**src/core/mfr_pkg.sv**
```systemverilog
package mfr_pkg;
	// ==========================================
	// register map
	localparam logic [7:0] OFF_CONFIG = 8'h00;
	localparam logic [7:0] OFF_BANK = 8'h04;
	localparam logic [7:0] OFF_OPTION = 8'h08;
	localparam logic [7:0] OFF_STATUS = 8'h0C;
	localparam int CFG_QUAD_BIT = 1;
	localparam int CFG_LC_LSB = 6;
	localparam int BANK_EXT_BIT = 7;
	localparam int OPT_ENH_BIT = 0;
	localparam logic [7:0] CONFIG_RST = 8'h00;
	localparam logic [7:0] BANK_RST = 8'h00;
	localparam logic OPTION_RST = 1'b0;

	// ==========================================
	// instructions and frame lengths
	localparam logic [7:0] CMD_QUAD_RD = 8'h6B;
	localparam logic [7:0] CMD_QUAD_RD_WIDE = 8'h6C;
	localparam logic [7:0] CMD_DUAL_RD = 8'hBB;
	localparam logic [7:0] CMD_DUAL_RD_WIDE = 8'hBC;
	localparam logic [3:0] MODE_KEEP = 4'hA;
	localparam logic [5:0] INSTR_BITS = 6'h08;
	localparam logic [5:0] ADDR_BITS_NARROW = 6'h18;
	localparam logic [5:0] ADDR_BITS_WIDE = 6'h20;
	localparam logic [5:0] MODE_BITS = 6'h08;
	localparam logic [3:0] SHORT_FRAME = 4'h8;
	localparam int DUMMY_W = 5;

	// ==========================================
	// types
	typedef enum logic [2:0] {
		ST_IDLE,
		ST_INSTR,
		ST_ADDR,
		ST_MODE,
		ST_WAIT,
		ST_DATA,
		ST_SKIP
	} mfr_state_type;

	typedef struct packed {
		logic cs_n;
		logic sck;
		logic [3:0] io;
	} mfr_pins_type;

	localparam mfr_pins_type PINS_RST = '{cs_n: 1'b1, sck: 1'b0, io: 4'hF};
endpackage

```
**src/core/mfr_read_engine.sv**
```systemverilog
// Implementation choices: the register addresses and the APB register port.
`timescale 1ns/1ps
module mfr_read_engine #(
	parameter int ADDR_W = 25,
	// five bits per entry, indexed by {table option, latency code}
	parameter logic [39:0] QUAD_DUMMY_MAP = 40'h42_1084_2108,
	parameter logic [39:0] DUAL_DUMMY_MAP = 40'h42_1084_2108
) (
	// system
	input wire logic clk,
	input wire logic rst_n,
	// register bus
	input wire logic psel,
	input wire logic penable,
	input wire logic pwrite,
	input wire logic [7:0] paddr,
	input wire logic [31:0] pwdata,
	output logic [31:0] prdata,
	output logic pready,
	output logic pslverr,
	// serial flash pins
	input wire logic spi_cs_n,
	input wire logic spi_sck,
	input wire logic [3:0] io_in,
	output logic [3:0] io_out,
	output logic [3:0] io_oe_n,
	// array read port
	output logic [ADDR_W-1:0] mem_addr,
	input wire logic [7:0] mem_rdata
);
	// ==========================================
	// helpers
	function automatic logic [2:0] decode(input logic [7:0] op);
		case (op)
			mfr_pkg::CMD_QUAD_RD: return 3'b100;
			mfr_pkg::CMD_QUAD_RD_WIDE: return 3'b101;
			mfr_pkg::CMD_DUAL_RD: return 3'b110;
			mfr_pkg::CMD_DUAL_RD_WIDE: return 3'b111;
			default: return 3'b000;
		endcase
	endfunction

	function automatic logic [4:0] dummy_of(input logic [39:0] map, input logic [2:0] idx);
		return map[int'(idx) * mfr_pkg::DUMMY_W +: mfr_pkg::DUMMY_W];
	endfunction

	function automatic logic addr_hit(input logic [7:0] a);
		return a == mfr_pkg::OFF_CONFIG || a == mfr_pkg::OFF_BANK ||
			a == mfr_pkg::OFF_OPTION || a == mfr_pkg::OFF_STATUS;
	endfunction

	// ==========================================
	// pin synchronisers
	// three stages cost about 3 clk of lag per edge, which is why SCK must stay
	// well below the system clock
	mfr_pkg::mfr_pins_type s1_reg, s2_reg, s3_reg, lvl_reg;
	logic [5:0] agree;
	logic sck_rise, sck_fall, cs_rise, cs_fall;

	always_ff @(posedge clk or negedge rst_n) begin
		if (!rst_n) begin
			s1_reg <= mfr_pkg::PINS_RST;
			s2_reg <= mfr_pkg::PINS_RST;
			s3_reg <= mfr_pkg::PINS_RST;
			lvl_reg <= mfr_pkg::PINS_RST;
		end else begin
			s1_reg <= '{cs_n: spi_cs_n, sck: spi_sck, io: io_in};
			s2_reg <= s1_reg;
			s3_reg <= s2_reg;
			lvl_reg <= mfr_pkg::mfr_pins_type'((lvl_reg & ~agree) | (s3_reg & agree));
		end
	end

	assign agree = ~(s2_reg ^ s3_reg);
	assign sck_rise = agree[4] & s3_reg.sck & ~lvl_reg.sck;
	assign sck_fall = agree[4] & ~s3_reg.sck & lvl_reg.sck;
	assign cs_rise = agree[5] & s3_reg.cs_n & ~lvl_reg.cs_n;
	assign cs_fall = agree[5] & ~s3_reg.cs_n & lvl_reg.cs_n;

	// ==========================================
	// configuration registers
	logic [7:0] cfg_reg, bank_reg;
	logic enh_reg, wr_go, quad_en;

	assign wr_go = psel & penable & pready & pwrite;
	assign quad_en = cfg_reg[mfr_pkg::CFG_QUAD_BIT];

	always_ff @(posedge clk or negedge rst_n) begin
		if (!rst_n) begin
			cfg_reg <= mfr_pkg::CONFIG_RST;
			bank_reg <= mfr_pkg::BANK_RST;
			enh_reg <= mfr_pkg::OPTION_RST;
		end else if (wr_go) begin
			case (paddr)
				mfr_pkg::OFF_CONFIG: cfg_reg <= pwdata[7:0];
				mfr_pkg::OFF_BANK: bank_reg <= pwdata[7:0];
				mfr_pkg::OFF_OPTION: enh_reg <= pwdata[mfr_pkg::OPT_ENH_BIT];
				default: ;
			endcase
		end
	end

	// ==========================================
	// command sequencer
	mfr_pkg::mfr_state_type st_reg;
	logic [5:0] cnt_reg, step;
	logic [31:0] sh_reg, sh_next, full_addr;
	logic [4:0] wait_reg, dummy_sel;
	logic [3:0] rise_reg;
	logic dual_reg, wide_reg, mode_seen_reg, mode_ok_reg, cont_reg, cont_wide_reg;
	logic [7:0] op;
	logic [2:0] dec;
	logic instr_last, addr_done, mode_done;

	assign op = {sh_reg[6:0], s3_reg.io[0]};
	assign dec = decode(op);
	assign step = dual_reg ? 6'h02 : 6'h01;
	// dual reads land address and mode bits two per rise on IO1/IO0; quad reads take one per rise on IO0
	assign sh_next = dual_reg ? {sh_reg[29:0], s3_reg.io[1:0]} : {sh_reg[30:0], s3_reg.io[0]};
	// narrow addresses borrow the bank bits above A23
	assign full_addr = wide_reg ? sh_next : {1'b0, bank_reg[6:0], sh_next[23:0]};
	assign dummy_sel = dummy_of(dual_reg ? DUAL_DUMMY_MAP : QUAD_DUMMY_MAP,
		{enh_reg, cfg_reg[mfr_pkg::CFG_LC_LSB +: 2]});
	assign instr_last = sck_rise && st_reg == mfr_pkg::ST_INSTR && cnt_reg == 6'h01;
	assign addr_done = sck_rise && st_reg == mfr_pkg::ST_ADDR && cnt_reg == step;
	assign mode_done = sck_rise && st_reg == mfr_pkg::ST_MODE && cnt_reg == 6'h02;

	always_ff @(posedge clk or negedge rst_n) begin
		if (!rst_n) begin
			st_reg <= mfr_pkg::ST_IDLE;
			cnt_reg <= 6'h00;
			sh_reg <= 32'h0000_0000;
			wait_reg <= 5'h00;
			rise_reg <= 4'h0;
			dual_reg <= 1'b0;
			wide_reg <= 1'b0;
			mode_seen_reg <= 1'b0;
			mode_ok_reg <= 1'b0;
		end else if (cs_rise) begin
			st_reg <= mfr_pkg::ST_IDLE;
		end else if (cs_fall) begin
			sh_reg <= 32'h0000_0000;
			rise_reg <= 4'h0;
			mode_seen_reg <= 1'b0;
			if (cont_reg) begin
				st_reg <= mfr_pkg::ST_ADDR;
				dual_reg <= 1'b1;
				wide_reg <= cont_wide_reg;
				cnt_reg <= cont_wide_reg ? mfr_pkg::ADDR_BITS_WIDE : mfr_pkg::ADDR_BITS_NARROW;
			end else begin
				st_reg <= mfr_pkg::ST_INSTR;
				dual_reg <= 1'b0;
				cnt_reg <= mfr_pkg::INSTR_BITS;
			end
		end else if (sck_rise) begin
			if (rise_reg != 4'hF) begin
				rise_reg <= rise_reg + 4'h1;
			end
			unique case (st_reg)
				mfr_pkg::ST_INSTR: begin
					sh_reg <= {sh_reg[30:0], s3_reg.io[0]};
					cnt_reg <= cnt_reg - 6'h01;
					if (cnt_reg == 6'h01) begin
						// four-lane read needs the quad enable bit
						if (dec[2] && (dec[1] || quad_en)) begin
							st_reg <= mfr_pkg::ST_ADDR;
							dual_reg <= dec[1];
							wide_reg <= dec[0] | bank_reg[mfr_pkg::BANK_EXT_BIT];
							cnt_reg <= (dec[0] | bank_reg[mfr_pkg::BANK_EXT_BIT]) ?
								mfr_pkg::ADDR_BITS_WIDE : mfr_pkg::ADDR_BITS_NARROW;
						end else begin
							st_reg <= mfr_pkg::ST_SKIP;
						end
					end
				end
				mfr_pkg::ST_ADDR: begin
					sh_reg <= sh_next;
					cnt_reg <= cnt_reg - step;
					if (cnt_reg == step) begin
						if (dual_reg && enh_reg) begin
							st_reg <= mfr_pkg::ST_MODE;
							cnt_reg <= mfr_pkg::MODE_BITS;
						end else begin
							st_reg <= mfr_pkg::ST_WAIT;
							wait_reg <= dummy_sel;
						end
					end
				end
				mfr_pkg::ST_MODE: begin
					sh_reg <= sh_next;
					cnt_reg <= cnt_reg - 6'h02;
					if (cnt_reg == 6'h02) begin
						mode_seen_reg <= 1'b1;
						mode_ok_reg <= sh_next[7:4] == mfr_pkg::MODE_KEEP;
						st_reg <= mfr_pkg::ST_WAIT;
						wait_reg <= dummy_sel;
					end
				end
				mfr_pkg::ST_IDLE, mfr_pkg::ST_WAIT, mfr_pkg::ST_DATA, mfr_pkg::ST_SKIP: ;
				default: st_reg <= mfr_pkg::ST_SKIP;
			endcase
		end else if (sck_fall && st_reg == mfr_pkg::ST_WAIT) begin
			// lines are not looked at here; dummies count fall to fall
			if (wait_reg == 5'h00) begin
				st_reg <= mfr_pkg::ST_DATA;
			end else begin
				wait_reg <= wait_reg - 5'h01;
			end
		end
	end

	// ==========================================
	// continuous mode
	// a select rise in mode cycles, or in dummy cycles with no mode phase, keeps the old state;
	// once the mode byte is in, a rise applies it: the outcome is undefined for the host anyway
	always_ff @(posedge clk or negedge rst_n) begin
		if (!rst_n) begin
			cont_reg <= 1'b0;
			cont_wide_reg <= 1'b0;
		end else if (cs_rise) begin
			if (mode_seen_reg) begin
				cont_reg <= mode_ok_reg;
				cont_wide_reg <= wide_reg;
			end else if (rise_reg <= mfr_pkg::SHORT_FRAME) begin
				cont_reg <= 1'b0;
			end
		end
	end

	// ==========================================
	// data out and address counter
	logic [7:0] byte_reg, src;
	logic [1:0] slot_reg;
	logic data_fall, last_slot;

	assign data_fall = sck_fall && !cs_rise && (st_reg == mfr_pkg::ST_DATA ||
		(st_reg == mfr_pkg::ST_WAIT && wait_reg == 5'h00));
	assign src = (slot_reg == 2'h0) ? mem_rdata : byte_reg;
	assign last_slot = dual_reg ? slot_reg == 2'h3 : slot_reg == 2'h1;

	always_ff @(posedge clk or negedge rst_n) begin
		if (!rst_n) begin
			io_out <= 4'h0;
			io_oe_n <= 4'hF;
			byte_reg <= 8'h00;
			slot_reg <= 2'h0;
		end else if (cs_rise || cs_fall) begin
			io_oe_n <= 4'hF;
			slot_reg <= 2'h0;
		end else if (data_fall) begin
			slot_reg <= last_slot ? 2'h0 : slot_reg + 2'h1;
			if (dual_reg) begin
				io_out <= {2'b00, src[7:6]};
				io_oe_n <= 4'b1100;
				byte_reg <= {src[5:0], 2'b00};
			end else begin
				io_out <= src[7:4];
				io_oe_n <= 4'h0;
				byte_reg <= {src[3:0], 4'h0};
			end
		end
	end

	// the array port needs a full byte ahead: the read for byte n+1 starts as byte n
	// is latched, so the array has a whole byte time to answer
	always_ff @(posedge clk or negedge rst_n) begin
		if (!rst_n) begin
			mem_addr <= '0;
		end else if (addr_done && !cs_rise) begin
			mem_addr <= full_addr[ADDR_W-1:0];
		end else if (data_fall && slot_reg == 2'h0) begin
			mem_addr <= mem_addr + 1'b1;
		end
	end

	// ==========================================
	// bus slave
	always_ff @(posedge clk or negedge rst_n) begin
		if (!rst_n) begin
			pready <= 1'b0;
			pslverr <= 1'b0;
			prdata <= 32'h0000_0000;
		end else begin
			pready <= psel & penable & ~pready;
			if (psel && penable && !pready) begin
				pslverr <= !addr_hit(paddr);
				case (paddr)
					mfr_pkg::OFF_CONFIG: prdata <= {24'h00_0000, cfg_reg};
					mfr_pkg::OFF_BANK: prdata <= {24'h00_0000, bank_reg};
					mfr_pkg::OFF_OPTION: prdata <= {31'h0, enh_reg};
					mfr_pkg::OFF_STATUS: prdata <= {30'h0, st_reg != mfr_pkg::ST_IDLE, cont_reg};
					default: prdata <= 32'h0000_0000;
				endcase
			end
		end
	end
endmodule

```
**config.mk**
```make
export PLATFORM = sky130hd
export DESIGN_NAME = mfr_read_engine
export DESIGN_NICKNAME = d
export VERILOG_FILES = /design/src/core/mfr_pkg.sv /design/src/core/mfr_read_engine.sv
export SDC_FILE = /design/constraint.sdc
export NUM_CORES = 1
export LEC_CHECK = 0
export BUFFER_PORTS_ARGS = -buffer_cell sky130_fd_sc_hd__buf_2
export CAP_MARGIN = 20
export CORE_ASPECT_RATIO = 0.5
export CORE_MARGIN = 2
export CORE_UTILIZATION = 30
export DETAILED_ROUTE_END_ITERATION = 6
export PLACE_DENSITY = 0.62
export SLEW_MARGIN = 10
export SYNTH_ARGS = -nofsm -noshare
export SYNTH_HDL_FRONTEND = slang
export SYNTH_SLANG_ARGS = --single-unit
```
**constraint.sdc**
```tcl
create_clock -name clk -period 2.3 [get_ports clk]
set_input_delay 0.23 -clock clk [delete_from_list [all_inputs] [get_ports clk]]
set_output_delay 0.23 -clock clk [all_outputs]
set_load 0.005 [all_outputs]
```
==> flow_metrics.env, run 1 <==
export IMPL_synth_top_area_frac=0.392
export IMPL_worstRegToRegCells=7
export IMPL_largest_reg_flops=25
export IMPL_grt_pass1_wl_um=31800
export IMPL_tightest_slew_ns=0.696
export IMPL_routed_wl_um=19400
export IMPL_cts_max_level=4
export IMPL_p_comb_frac=0.285
export IMPL_ir_drop_mv=0.546
export IMPL_drt_iter0_markers=541
export IMPL_overflow=0
export IMPL_crit_buf_inv=1
export IMPL_async_reset_ff_frac=1.00
export IMPL_synthDistinctLibCells=74
export IMPL_slowest_stage="or4_1"
export IMPL_syn_inst=767
export IMPL_cts_root_buf="clkbuf_16"
export IMPL_skew_ns=0.0156
export IMPL_status="completed"
export IMPL_cpLargestDelayFamily="simple AND/OR/NAND/NOR gates"
export IMPL_clkPwrFrac=0.363
export IMPL_drv_cap=0
export IMPL_antenna_violating_nets_post_route=0
export IMPL_drive_above_1_share=0.245
export IMPL_place_ws_ns=-0.0256
export IMPL_timing_fmax_mhz=462
export IMPL_hold_path_endpoint="bank_reg[1]$_DFFE_PN0P_"
export IMPL_num_vias=6163
export IMPL_clk_path_buf_depth=2
export IMPL_fin_ws_ns=0.137
export IMPL_ys_warn_count=0
export IMPL_insertedDiodeCount=0
export IMPL_min_period_ns=2.16
export IMPL_grt_max_degree=43
export IMPL_fp_row_count=40
export IMPL_worstPathCellList="inv_1 -> ha_1 -> nor2b_1 -> o2111a_2 -> nand3_2 -> or4_1 -> a31oi_1"
export IMPL_numClockSinks=128
export IMPL_p_switching_mw=2.60
export IMPL_worstSetupStartpointType="register"
export IMPL_vias_per_cell=5.04
export IMPL_setup_viol=0
export IMPL_yosysSeqAreaShare=0.435
export IMPL_p_seq_frac=0.352
export IMPL_hold_violations=0
export IMPL_whs_ns=0.0401
export IMPL_leakage_nw=4.27
export IMPL_cp_end_kind="register"
export IMPL_clk_pin_slew_ns=0.06
export IMPL_synth_ff_type="dfrtp_1"
export IMPL_die_w_um=226
export IMPL_mostFrequentLayoutCell="dfrtp_1"
export IMPL_p_sw_frac=0.322
export IMPL_ioPinCount=126
export IMPL_numCtsBuffers=17
export IMPL_grtUsageTotal=0.156
export IMPL_core_um2=24100
export IMPL_drcViolationCount=0
export IMPL_avgSynthCellArea_um2=9.65
export IMPL_area_growth_syn_to_layout_pct=22.5
export IMPL_yosys_top_cells_area="dfrtp_1 (39%), mux2i_1 (6.5%), dfstp_2 (4.3%)"
export IMPL_crit_type="register to register"
export IMPL_wl_per_cell_um=15.8
export IMPL_hp_class="input port to register"
export IMPL_grt_pass1_vias=6095
export IMPL_rsz0062_at_grt="true"
export IMPL_internal_power_mw=5.47
export IMPL_relSlewSlack=0.536
export IMPL_numPortBuffers=75
export IMPL_dp_hpwl_um=13900
export IMPL_yosys_register_bits=128
export IMPL_place_congestion=0.856
export IMPL_cp_arrival_ns=2.51
export IMPL_nFillCells=2426
export IMPL_die_h_um=115
export IMPL_power_density_nw_per_um2=890
export IMPL_yosys_area_top_type="dfrtp_1"
export IMPL_slew_viol_final=0
export IMPL_tritoncts="yes"
export IMPL_dieArea_um2=26000
export IMPL_fin_crit_sh=0.940
export IMPL_rrSetupSlack_ns=0.14
export IMPL_synth_cell_area_um2=7400
export IMPL_start_util=0.307
export IMPL_reg2reg_to="mem_addr[24]$_DFFE_PN0P_"
export IMPL_synth_edff_count=0
export IMPL_rr_startpoint="slot_reg[0]$_DFFE_PN0P_"
export IMPL_clock_latency_ns=0.43
export IMPL_fin_nets=949
export IMPL_antenna_found_initial=0
export IMPL_hold_path_startpoint="pwdata[1]"
export IMPL_whs_path_depth=2
export IMPL_critPathMaxFanout=5
export IMPL_dr_pass1_iters=5
export IMPL_final_cell_mix="dfrtp_1 (116), nand2_1 (80), buf_2 (74)"
export IMPL_slowest_delay_ns=0.48
export IMPL_worstPathRequired_ns=2.64
## stage by stage
step | total power [mW] | util | instance area [um^2] | instances | setup TNS, ns
2_1_floorplan | 4.37 | - | 7490 | 790 | 0
3_3_place_gp | 5.05 | 0.345 | 8330 | 1183 | 0
3_5_place_dp | 5.10 | 0.345 | 8330 | 1183 | -0.0503
4_1_cts | 8.09 | 0.374 | 9030 | 1220 | 0
5_1_grt | 8.52 | 0.376 | 9060 | 1222 | -0.0255
6_report | 8.07 | 0.376 | 9060 | 1222 | 0
## how the worst max path moves through the flow
stage / to / start / slack (ns) / cells after the start
after floorplan: cnt_reg[5]$_DFFE_PN0P_ / dual_reg$_DFFE_PN0P_ / 0.01 / 9
after global placement: mem_addr[21]$_DFFE_PN0P_ / wait_reg[1]$_DFFE_PN0P_ / 0.05 / 7
after detailed placement: mem_addr[21]$_DFFE_PN0P_ / wait_reg[1]$_DFFE_PN0P_ / -0.03 / 7
after CTS: wait_reg[1]$_DFFE_PN0P_ / dual_reg$_DFFE_PN0P_ / 0.05 / 6
after global routing: mem_addr[21]$_DFFE_PN0P_ / wait_reg[0]$_DFFE_PN0P_ / -0.03 / 8
final: mem_addr[24]$_DFFE_PN0P_ / slot_reg[0]$_DFFE_PN0P_ / 0.14 / 7
## power groups by stage
stage	registers, mW	logic (mW)	clock network (mW)
floorplan	2.78	1.58	0
detailed placement	2.86	2.24	0
CTS	2.83	2.27	2.99
finish	2.84	2.30	2.93
global placement	2.86	2.20	0
global route	2.88	2.55	3.09
## synth_stat cells, types with 6 or more instances
master,n
o31ai_1,15
dfstp_2,12
mux2_2,28
a211oi_1,9
buf_2,9
nand2_1,80
inv_1,26
nor2b_1,10
nand2b_1,7
nand4_1,7
and3_1,13
nand3_1,22
xnor2_1,11
o211ai_1,10
a31oi_1,9
nor3_1,12
buf_4,27
dfrtp_1,116
mux2i_1,48
xor2_1,7
a21oi_1,27
clkbuf_1,31
and2_1,6
ha_1,16
nor3b_1,6
nor2_1,50
o21ai_0,60
a221o_1,9
## layout make-up
cell class,instances,area [um^2],area share
multi-input cells,567,3820,0.422
clock inverters,12,181,0.0200
flip-flops and latches,128,3220,0.355
well taps,336,420,0.0464
clock buffers,20,457,0.0504
repair buffers,133,867,0.0957
inverters,26,97.6,0.0108
## layer usage
layer,up-vias,GRT usage,part of all wire
met5,-,0,0
met4,0,0.0526,0.012
met3,17,0.0319,0.039
met2,135,0.263,0.49
met1,3066,0.201,0.46
li1,2945,-,-
## cells by family (layout without fill, tap and decap cells)
logic type / after synthesis / count (layout) / share of synthesized area
simple gates: 250 / 250 / 0.176
buf+inv: 95 / 191 / 0.0644
fa+ha+maj: 17 / 17 / 0.0298
mux: 77 / 77 / 0.111
other cells: 1 / 24 / 0.000507
flops: 128 / 128 / 0.435
xor+xnor: 18 / 18 / 0.0213
compound gates: 181 / 181 / 0.162
## timing repair
| action | 4_1_cts | 5_1_grt |
|---|---|---|
| hold endpoints to repair | 40 | 0 |
| buffers inserted | 0 | 2 |
| hold buffers | 5 | 0 |
| gates resized for setup | 2 | 4 |
| endpoints found under the setup margin | 4 | 6 |
| pin swaps | 0 | 1 |
Note: power is estimated with default switching activity, not from simulation.
==> run 2, diff against run 1 <==
--- a/config.mk
+++ b/config.mk
@@ -5,13 +5,14 @@
 export SDC_FILE = /design/constraint.sdc
 export NUM_CORES = 1
 export LEC_CHECK = 0
+export ABC_AREA = 1
 export BUFFER_PORTS_ARGS = -buffer_cell sky130_fd_sc_hd__buf_2
 export CAP_MARGIN = 20
 export CORE_ASPECT_RATIO = 0.5
 export CORE_MARGIN = 2
 export CORE_UTILIZATION = 30
 export DETAILED_ROUTE_END_ITERATION = 6
-export PLACE_DENSITY = 0.62
+export PLACE_DENSITY = 0.61
 export SLEW_MARGIN = 10
 export SYNTH_ARGS = -nofsm -noshare
 export SYNTH_HDL_FRONTEND = slang
==> run 2 against run 1 <==
  * Design area fell by 0.15%
  * Final cell count rose by 16%
  * Largest power group is now registers
  * Clock power fell by 7.8%
  * Critical endpoint is now mem_addr[21]$_DFFE_PN0P_
  * Hold slack improved by 0.025 ns
  * Sequential cell count did not move
  * Synthesized area rose by 4.4%
  * Critical path type unchanged
  * Sequential share of layout area rose by 0.054 points
  * Highest routed layer unchanged
  * Clock-buffer cell count rose by 4
  * Setup slack improved by 0.076 ns
  * Combinational power rose by 22%
  * Sequential power rose by 11%
==> flow_metrics.env, run 2 <==
export IMPL_critPathMaxFanout=15
export IMPL_setup_viol=0
export IMPL_synthDistinctLibCells=51
export IMPL_antenna_violating_nets_post_route=0
export IMPL_leakage_nw=4.48
export IMPL_start_util=0.306
export IMPL_overflow=0
export IMPL_mostFrequentLayoutCell="nand2_1"
export IMPL_avgSynthCellArea_um2=7.87
export IMPL_clk_path_buf_depth=2
export IMPL_slew_viol_final=0
export IMPL_synth_cell_area_um2=7720
export IMPL_worstPathRequired_ns=2.66
export IMPL_grt_pass1_wl_um=31700
export IMPL_cpLargestDelayFamily="simple AND/OR/NAND/NOR gates"
export IMPL_relSlewSlack=0.657
export IMPL_dr_pass1_iters=6
export IMPL_yosys_area_top_type="dfrtp_1"
export IMPL_cts_setup_buffers=0
export IMPL_timing_fmax_mhz=479
export IMPL_yosysSeqAreaShare=0.417
export IMPL_slowest_stage="dfstp_2"
export IMPL_synth_most_common_cell="nand2_1"
export IMPL_skew_ns=0.00929
export IMPL_clock_latency_ns=0.42
export IMPL_wl_per_cell_um=13.2
export IMPL_tightest_slew_ns=0.515
export IMPL_fin_nets=1141
export IMPL_hp_class="input port to register"
export IMPL_fp_row_count=41
export IMPL_area_growth_syn_to_layout_pct=17.2
export IMPL_clk_pin_slew_ns=0.06
export IMPL_async_reset_ff_frac=1.00
export IMPL_ioPinCount=126
export IMPL_design_area_um2=9050
export IMPL_multi_input_comb_area_um2=3730
export IMPL_yosys_top_cells_area="dfrtp_1 (38%), nand2_1 (14%), o21ai_0 (6.3%)"
export IMPL_place_area_um2=8410
export IMPL_synth_top_area_frac=0.376
export IMPL_synth_edff_count=0
export IMPL_drive_above_1_share=0.187
export IMPL_worstSetupStartpointType="register"
export IMPL_largest_reg_flops=25
export IMPL_antenna_found_initial=0
export IMPL_grt_pass1_vias=6538
export IMPL_die_h_um=117
export IMPL_grt_max_degree=62
export IMPL_numClockSinks=128
export IMPL_insertedDiodeCount=0
export IMPL_routed_wl_um=18800
export IMPL_ir_drop_mv=0.519
export IMPL_cts_root_buf="clkbuf_16"
export IMPL_core_um2=25200
export IMPL_worstPathCellList="ha_1 -> inv_1 -> nor2_4 -> inv_2 -> nand2_1 -> inv_1 -> nand3b_4 -> nand2_2 -> inv_2 -> nand2_1 -> nand2_1 -> inv_1 -> nand2_1"
export IMPL_drt_iter0_markers=573
export IMPL_synthTopCellsByCount="nand2_1 (286), inv_1 (117), dfrtp_1 (116)"
export IMPL_min_period_ns=2.09
export IMPL_slowest_delay_ns=0.54
export IMPL_rsz0062_at_grt="false"
export IMPL_num_vias=6630
export IMPL_status="completed"
export IMPL_tritoncts="yes"
export IMPL_dp_hpwl_um=13900
export IMPL_die_w_um=231
export IMPL_crit_buf_inv=5
export IMPL_whs_ns=0.0650
export IMPL_numPortBuffers=75
export IMPL_ys_warn_count=0
export IMPL_crit_path_frequent_cell="nand2_1"
export IMPL_power_density_nw_per_um2=957
export IMPL_fin_crit_sh=0.907
export IMPL_cts_max_level=4
export IMPL_cp_end_kind="register"
export IMPL_dieArea_um2=27100
export IMPL_final_cell_mix="nand2_1 (286), inv_1 (117), dfrtp_1 (116)"
export IMPL_syn_inst=981
export IMPL_tns_ns=0
export IMPL_drcViolationCount=0
export IMPL_crit_type="register to register"
export IMPL_seqCellArea_um2=3220
export IMPL_hold_violations=0
export IMPL_yosys_register_bits=128
export IMPL_drv_cap=0
export IMPL_grtUsageTotal=0.144
export IMPL_nFillCells=2616
export IMPL_synth_ff_type="dfrtp_1"
export IMPL_numCtsBuffers=17
export IMPL_place_congestion=0.881
export IMPL_cp_arrival_ns=2.45
export IMPL_vias_per_cell=4.66
run 2: changes by cell type after synthesis, moves of 14 or more:
cell	previous run	this run
nand2_1	80	286
inv_1	26	117
mux2i_1	48	5
o21ai_0	60	97
mux2_2	28	0
nand3_1	22	49
clkbuf_1	31	10
o22ai_2	0	20
xor2_1	7	23
nor2_1	50	36
run 2: final timing paths:
| check | start | cells past startpoint | end | slack, ns |
|---|---|---|---|---|
| worst max-delay path | s2_reg[5]$_DFF_PN1_ | 13 | mem_addr[21]$_DFFE_PN0P_ | 0.21 |
| worst min-delay path | pwdata[6] | 3 | cfg_reg[6]$_DFFE_PN0P_ | 0.06 |
| worst max register to register | s2_reg[5]$_DFF_PN1_ | 13 | mem_addr[21]$_DFFE_PN0P_ | 0.21 |
| worst min register to register | s1_reg[4]$_DFF_PN0_ | 0 | s2_reg[4]$_DFF_PN0_ | 0.35 |
| max in group asynchronous | rst_n | 3 | io_oe_n[2]$_DFFE_PN1P_ | 1.36 |
| min in group asynchronous | rst_n | 2 | cfg_reg[3]$_DFFE_PN0P_ | 0.25 |
run 2: logic make-up after synthesis:
kind of cell | share of synthesized area
flops | 0.417
simple gates | 0.251
fa+ha+maj | 0.0285
mux | 0.00648
other cells | 0.000486
buf+inv | 0.111
xor+xnor | 0.0318
compound gates | 0.154
run 2: per-stage QoR:
stage | total power, mW | worst slack (ns) | utilization | std cells
after global routing | 9.29 | 0.0170 | 0.359 | 1422
after detailed placement | 5.97 | 0.217 | 0.333 | 1385
final | 8.66 | 0.214 | 0.359 | 1422
after global placement | 5.87 | 0.252 | 0.333 | 1385
after CTS | 8.73 | 0.198 | 0.359 | 1422
after floorplan | 5.24 | 0.0200 | - | 1004
run 2: what timing repair did:
| action | in CTS | in global routing |
|---|---|---|
| endpoints found under the hold margin | 27 | 0 |
| gates resized for setup | 0 | 0 |
| hold buffers | 5 | 0 |
run 2: layout make-up:
type	instances	area share
Clock buffer	24	0.0532
Sequential cell	128	0.356
Tap cell	344	0.0476
Timing Repair Buffer	98	0.0664
Multi-Input combinational cell	693	0.413
Inverter	127	0.0530
Clock inverter	8	0.0116
run 2: tightest hold or removal path, stage by stage:
cell,delay [ns]
buf_2,0.09
inv_1,0.07
o21ai_2,0.06
run 2: routing by layer:
metal	part of all wire	vias up	GRT usage
met4	0.014	0	0.0464
met5	0	-	0
met2	0.49	146	0.240
met3	0.043	18	0.0313
li1	-	3301	-
met1	0.46	3165	0.187
run 2: power breakdown:
group	internal [mW]	total, mW	switching (mW)
clock	1.68	2.70	1.02
sequential	2.73	3.15	0.420
combinational	1.09	2.80	1.71
total	5.51	8.66	3.15
==> run 3, diff against run 2 <==
--- a/config.mk
+++ b/config.mk
@@ -6,7 +6,7 @@
 export NUM_CORES = 1
 export LEC_CHECK = 0
 export ABC_AREA = 1
-export BUFFER_PORTS_ARGS = -buffer_cell sky130_fd_sc_hd__buf_2
+export BUFFER_PORTS_ARGS = -buffer_cell sky130_fd_sc_hd__clkbuf_2
 export CAP_MARGIN = 20
 export CORE_ASPECT_RATIO = 0.5
 export CORE_MARGIN = 2
==> run 3 against run 2 <==
  * Design area increased by 1.1%
  * First-iteration DRC count down 7.2%
  * Clock skew is essentially flat
  * Routed wire length up 0.77%
  * Core utilization up 0.39 points
  * Die area stayed put
  * Highest routed layer unchanged
  * Register-to-register slack got worse by 0.03 ns
  * Critical path depth is 1 lower
  * Combinational power hardly changed
  * Sequential power is essentially flat
  * Sequential share of layout area fell by 0.38 points
==> flow_metrics.env, run 3 (synthesis results as in run 2) <==
export IMPL_status="completed"
export IMPL_rr_startpoint="cnt_reg[0]$_DFFE_PN0P_"
export IMPL_die_w_um=231
export IMPL_worstRegToRegCells=12
export IMPL_core_um2=25200
export IMPL_final_cell_mix="nand2_1 (286), inv_1 (117), dfrtp_1 (116)"
export IMPL_leakage_nw=4.51
export IMPL_numCtsBuffers=17
export IMPL_drive_above_1_share=0.191
export IMPL_grtUsageTotal=0.144
export IMPL_fin_crit_sh=0.919
export IMPL_dp_hpwl_um=13800
export IMPL_place_congestion=0.876
export IMPL_drcViolationCount=0
export IMPL_numPortBuffers=75
export IMPL_area_growth_syn_to_layout_pct=18.4
export IMPL_slowest_stage="dfrtp_1"
export IMPL_drt_iter0_markers=532
export IMPL_clkPwrFrac=0.345
export IMPL_worstPathRequired_ns=2.62
export IMPL_internal_power_mw=5.87
export IMPL_reg2reg_to="mem_addr[20]$_DFFE_PN0P_"
export IMPL_nFillCells=2597
export IMPL_setup_viol=0
export IMPL_skew_ns=0.00920
export IMPL_timing_fmax_mhz=473
export IMPL_cp_startpoint="cnt_reg[0]$_DFFE_PN0P_"
export IMPL_dieArea_um2=27100
export IMPL_numClockSinks=128
export IMPL_num_vias=6642
export IMPL_start_util=0.306
export IMPL_grt_pass1_vias=6501
export IMPL_insertedDiodeCount=0
export IMPL_worstSetupStartpointType="register"
export IMPL_antenna_violating_nets_post_route=0
export IMPL_cts_max_level=4
export IMPL_fin_util=0.362
export IMPL_crit_buf_inv=4
export IMPL_dp_cells=1385
export IMPL_cpLargestDelayFamily="simple AND/OR/NAND/NOR gates"
export IMPL_cts_root_buf="clkbuf_16"
export IMPL_mostFrequentLayoutCell="nand2_1"
export IMPL_grt_max_degree=57
export IMPL_crit_path_frequent_cell="nand2_1"
export IMPL_fp_row_count=41
export IMPL_cp_end_kind="register"
export IMPL_rrSetupSlack_ns=0.19
export IMPL_slew_viol_final=0
export IMPL_tightest_slew_ns=0.607
export IMPL_cts_setup_buffers=0
export IMPL_largest_reg_flops=25
export IMPL_dr_pass1_iters=5
export IMPL_path_depth=12
export IMPL_antenna_found_initial=0
export IMPL_clock_latency_ns=0.43
export IMPL_cp_arrival_ns=2.44
export IMPL_slowest_delay_ns=0.37
export IMPL_ir_drop_mv=0.497
export IMPL_p_sw_frac=0.357
export IMPL_hold_violations=0
export IMPL_final_cells=1422
export IMPL_vias_per_cell=4.67
export IMPL_crit_end="mem_addr[20]$_DFFE_PN0P_"
export IMPL_overflow=0
export IMPL_hp_class="input port to register"
export IMPL_p_comb_frac=0.310
export IMPL_p_switching_mw=3.26
export IMPL_grt_pass1_wl_um=31900
export IMPL_critPathMaxFanout=15
export IMPL_power_density_nw_per_um2=999
export IMPL_worstPathCellList="inv_1 -> ha_1 -> nand2_1 -> inv_1 -> nand3_1 -> nand3b_4 -> nand2_2 -> inv_2 -> nand2_1 -> nand2_1 -> inv_1 -> nand2_1"
export IMPL_drv_cap=0
export IMPL_finalPower_mw=9.13
export IMPL_routed_wl_um=18900
export IMPL_wl_per_cell_um=13.3
export IMPL_p_seq_frac=0.345
export IMPL_tritoncts="yes"
export IMPL_ioPinCount=126
export IMPL_min_period_ns=2.11
export IMPL_crit_type="register to register"
export IMPL_relSlewSlack=0.592
export IMPL_die_h_um=117
export IMPL_fin_nets=1141
export IMPL_clk_path_buf_depth=2
export IMPL_clk_pin_slew_ns=0.07
[run 3: cell types whose count changed in the layout (fill, tap and decap cells not counted), sizes merged]
cell,before,now
clkbuf,24,91
buf,93,19
clkinv,3,4
bufinv,2,6
inv,127,129
[run 3: worst min-delay path by stage]
| stage | startpoint | endpoint | slack (ns) | cells past startpoint |
|---|---|---|---|---|
| floorplan | rst_n | asynchronous set/reset pin | -0.07 | 0 |
| finish | pwdata[3] | cfg_reg[3]$_DFFE_PN0P_ | 0.05 | 3 |
| global placement | rst_n | cfg_reg[6]$_DFFE_PN0P_ | 0.23 | 1 |
| detailed placement | rst_n | cfg_reg[6]$_DFFE_PN0P_ | 0.23 | 1 |
| global route | pwdata[3] | cfg_reg[3]$_DFFE_PN0P_ | 0.05 | 3 |
| CTS | pwdata[6] | cfg_reg[6]$_DFFE_PN0P_ | 0.04 | 3 |
[run 3: repair_timing]
action / in CTS / in global routing
resized for setup: 0 / 2
hold buffers: 5 / 0
endpoints found under the setup margin: 0 / 1
hold endpoints to repair: 38 / 0
[run 3: worst reg2reg max path, cell delays in order (launching register included)]
cell      delay (ns)
dfrtp_1         0.37
inv_1           0.15
ha_1            0.34
nand2_1         0.05
inv_1           0.08
nand3_1         0.13
nand3b_4        0.27
nand2_2         0.21
inv_2           0.16
nand2_1         0.09
nand2_1         0.05
inv_1           0.04
nand2_1         0.04
[run 3: power by group through the flow]
stage | clock [mW] | combinational, mW | sequential [mW]
6_report | 3.15 | 2.83 | 3.15
5_1_grt | 3.32 | 3.24 | 3.22
4_1_cts | 3.20 | 2.84 | 3.15
3_5_place_dp | 0 | 2.80 | 3.18
3_3_place_gp | 0 | 2.72 | 3.16
2_1_floorplan | 0 | 2.17 | 3.07
[run 3: per-stage QoR]
| step | hold WS [ns] | setup TNS [ns] | setup WS, ns | cell area, um^2 |
|---|---|---|---|---|
| 6_report | 0.0475 | 0 | 0.186 | 9150 |
| 5_1_grt | 0.0516 | -0.000150 | -0.000150 | 9150 |
| 4_1_cts | 0.0379 | 0 | 0.239 | 9150 |
| 3_5_place_dp | 0.228 | 0 | 0.253 | 8410 |
| 3_3_place_gp | 0.228 | 0 | 0.279 | 8410 |
| 2_1_floorplan | -0.0656 | 0 | 0.0200 | 7810 |
[run 3: metal layers]
metal  wire length (um)  up-vias  GRT usage  part of all wire
li1                   -     3316          -                 -
met1               8810     3168      0.189              0.47
met2               9010      129      0.239              0.48
met3                736       29     0.0305             0.039
met4                340        0     0.0460             0.018
met5                  0        -          0                 0
[run 3: cell type report]
cell class | count | area, um^2 | area share
multi-input cells | 693 | 3730 | 0.408
repair buffers | 98 | 601 | 0.0657
clock buffers | 17 | 425 | 0.0465
inverters | 127 | 482 | 0.0527
clock inverters | 15 | 258 | 0.0282
well taps | 344 | 430 | 0.0471
flip-flops and latches | 128 | 3220 | 0.352
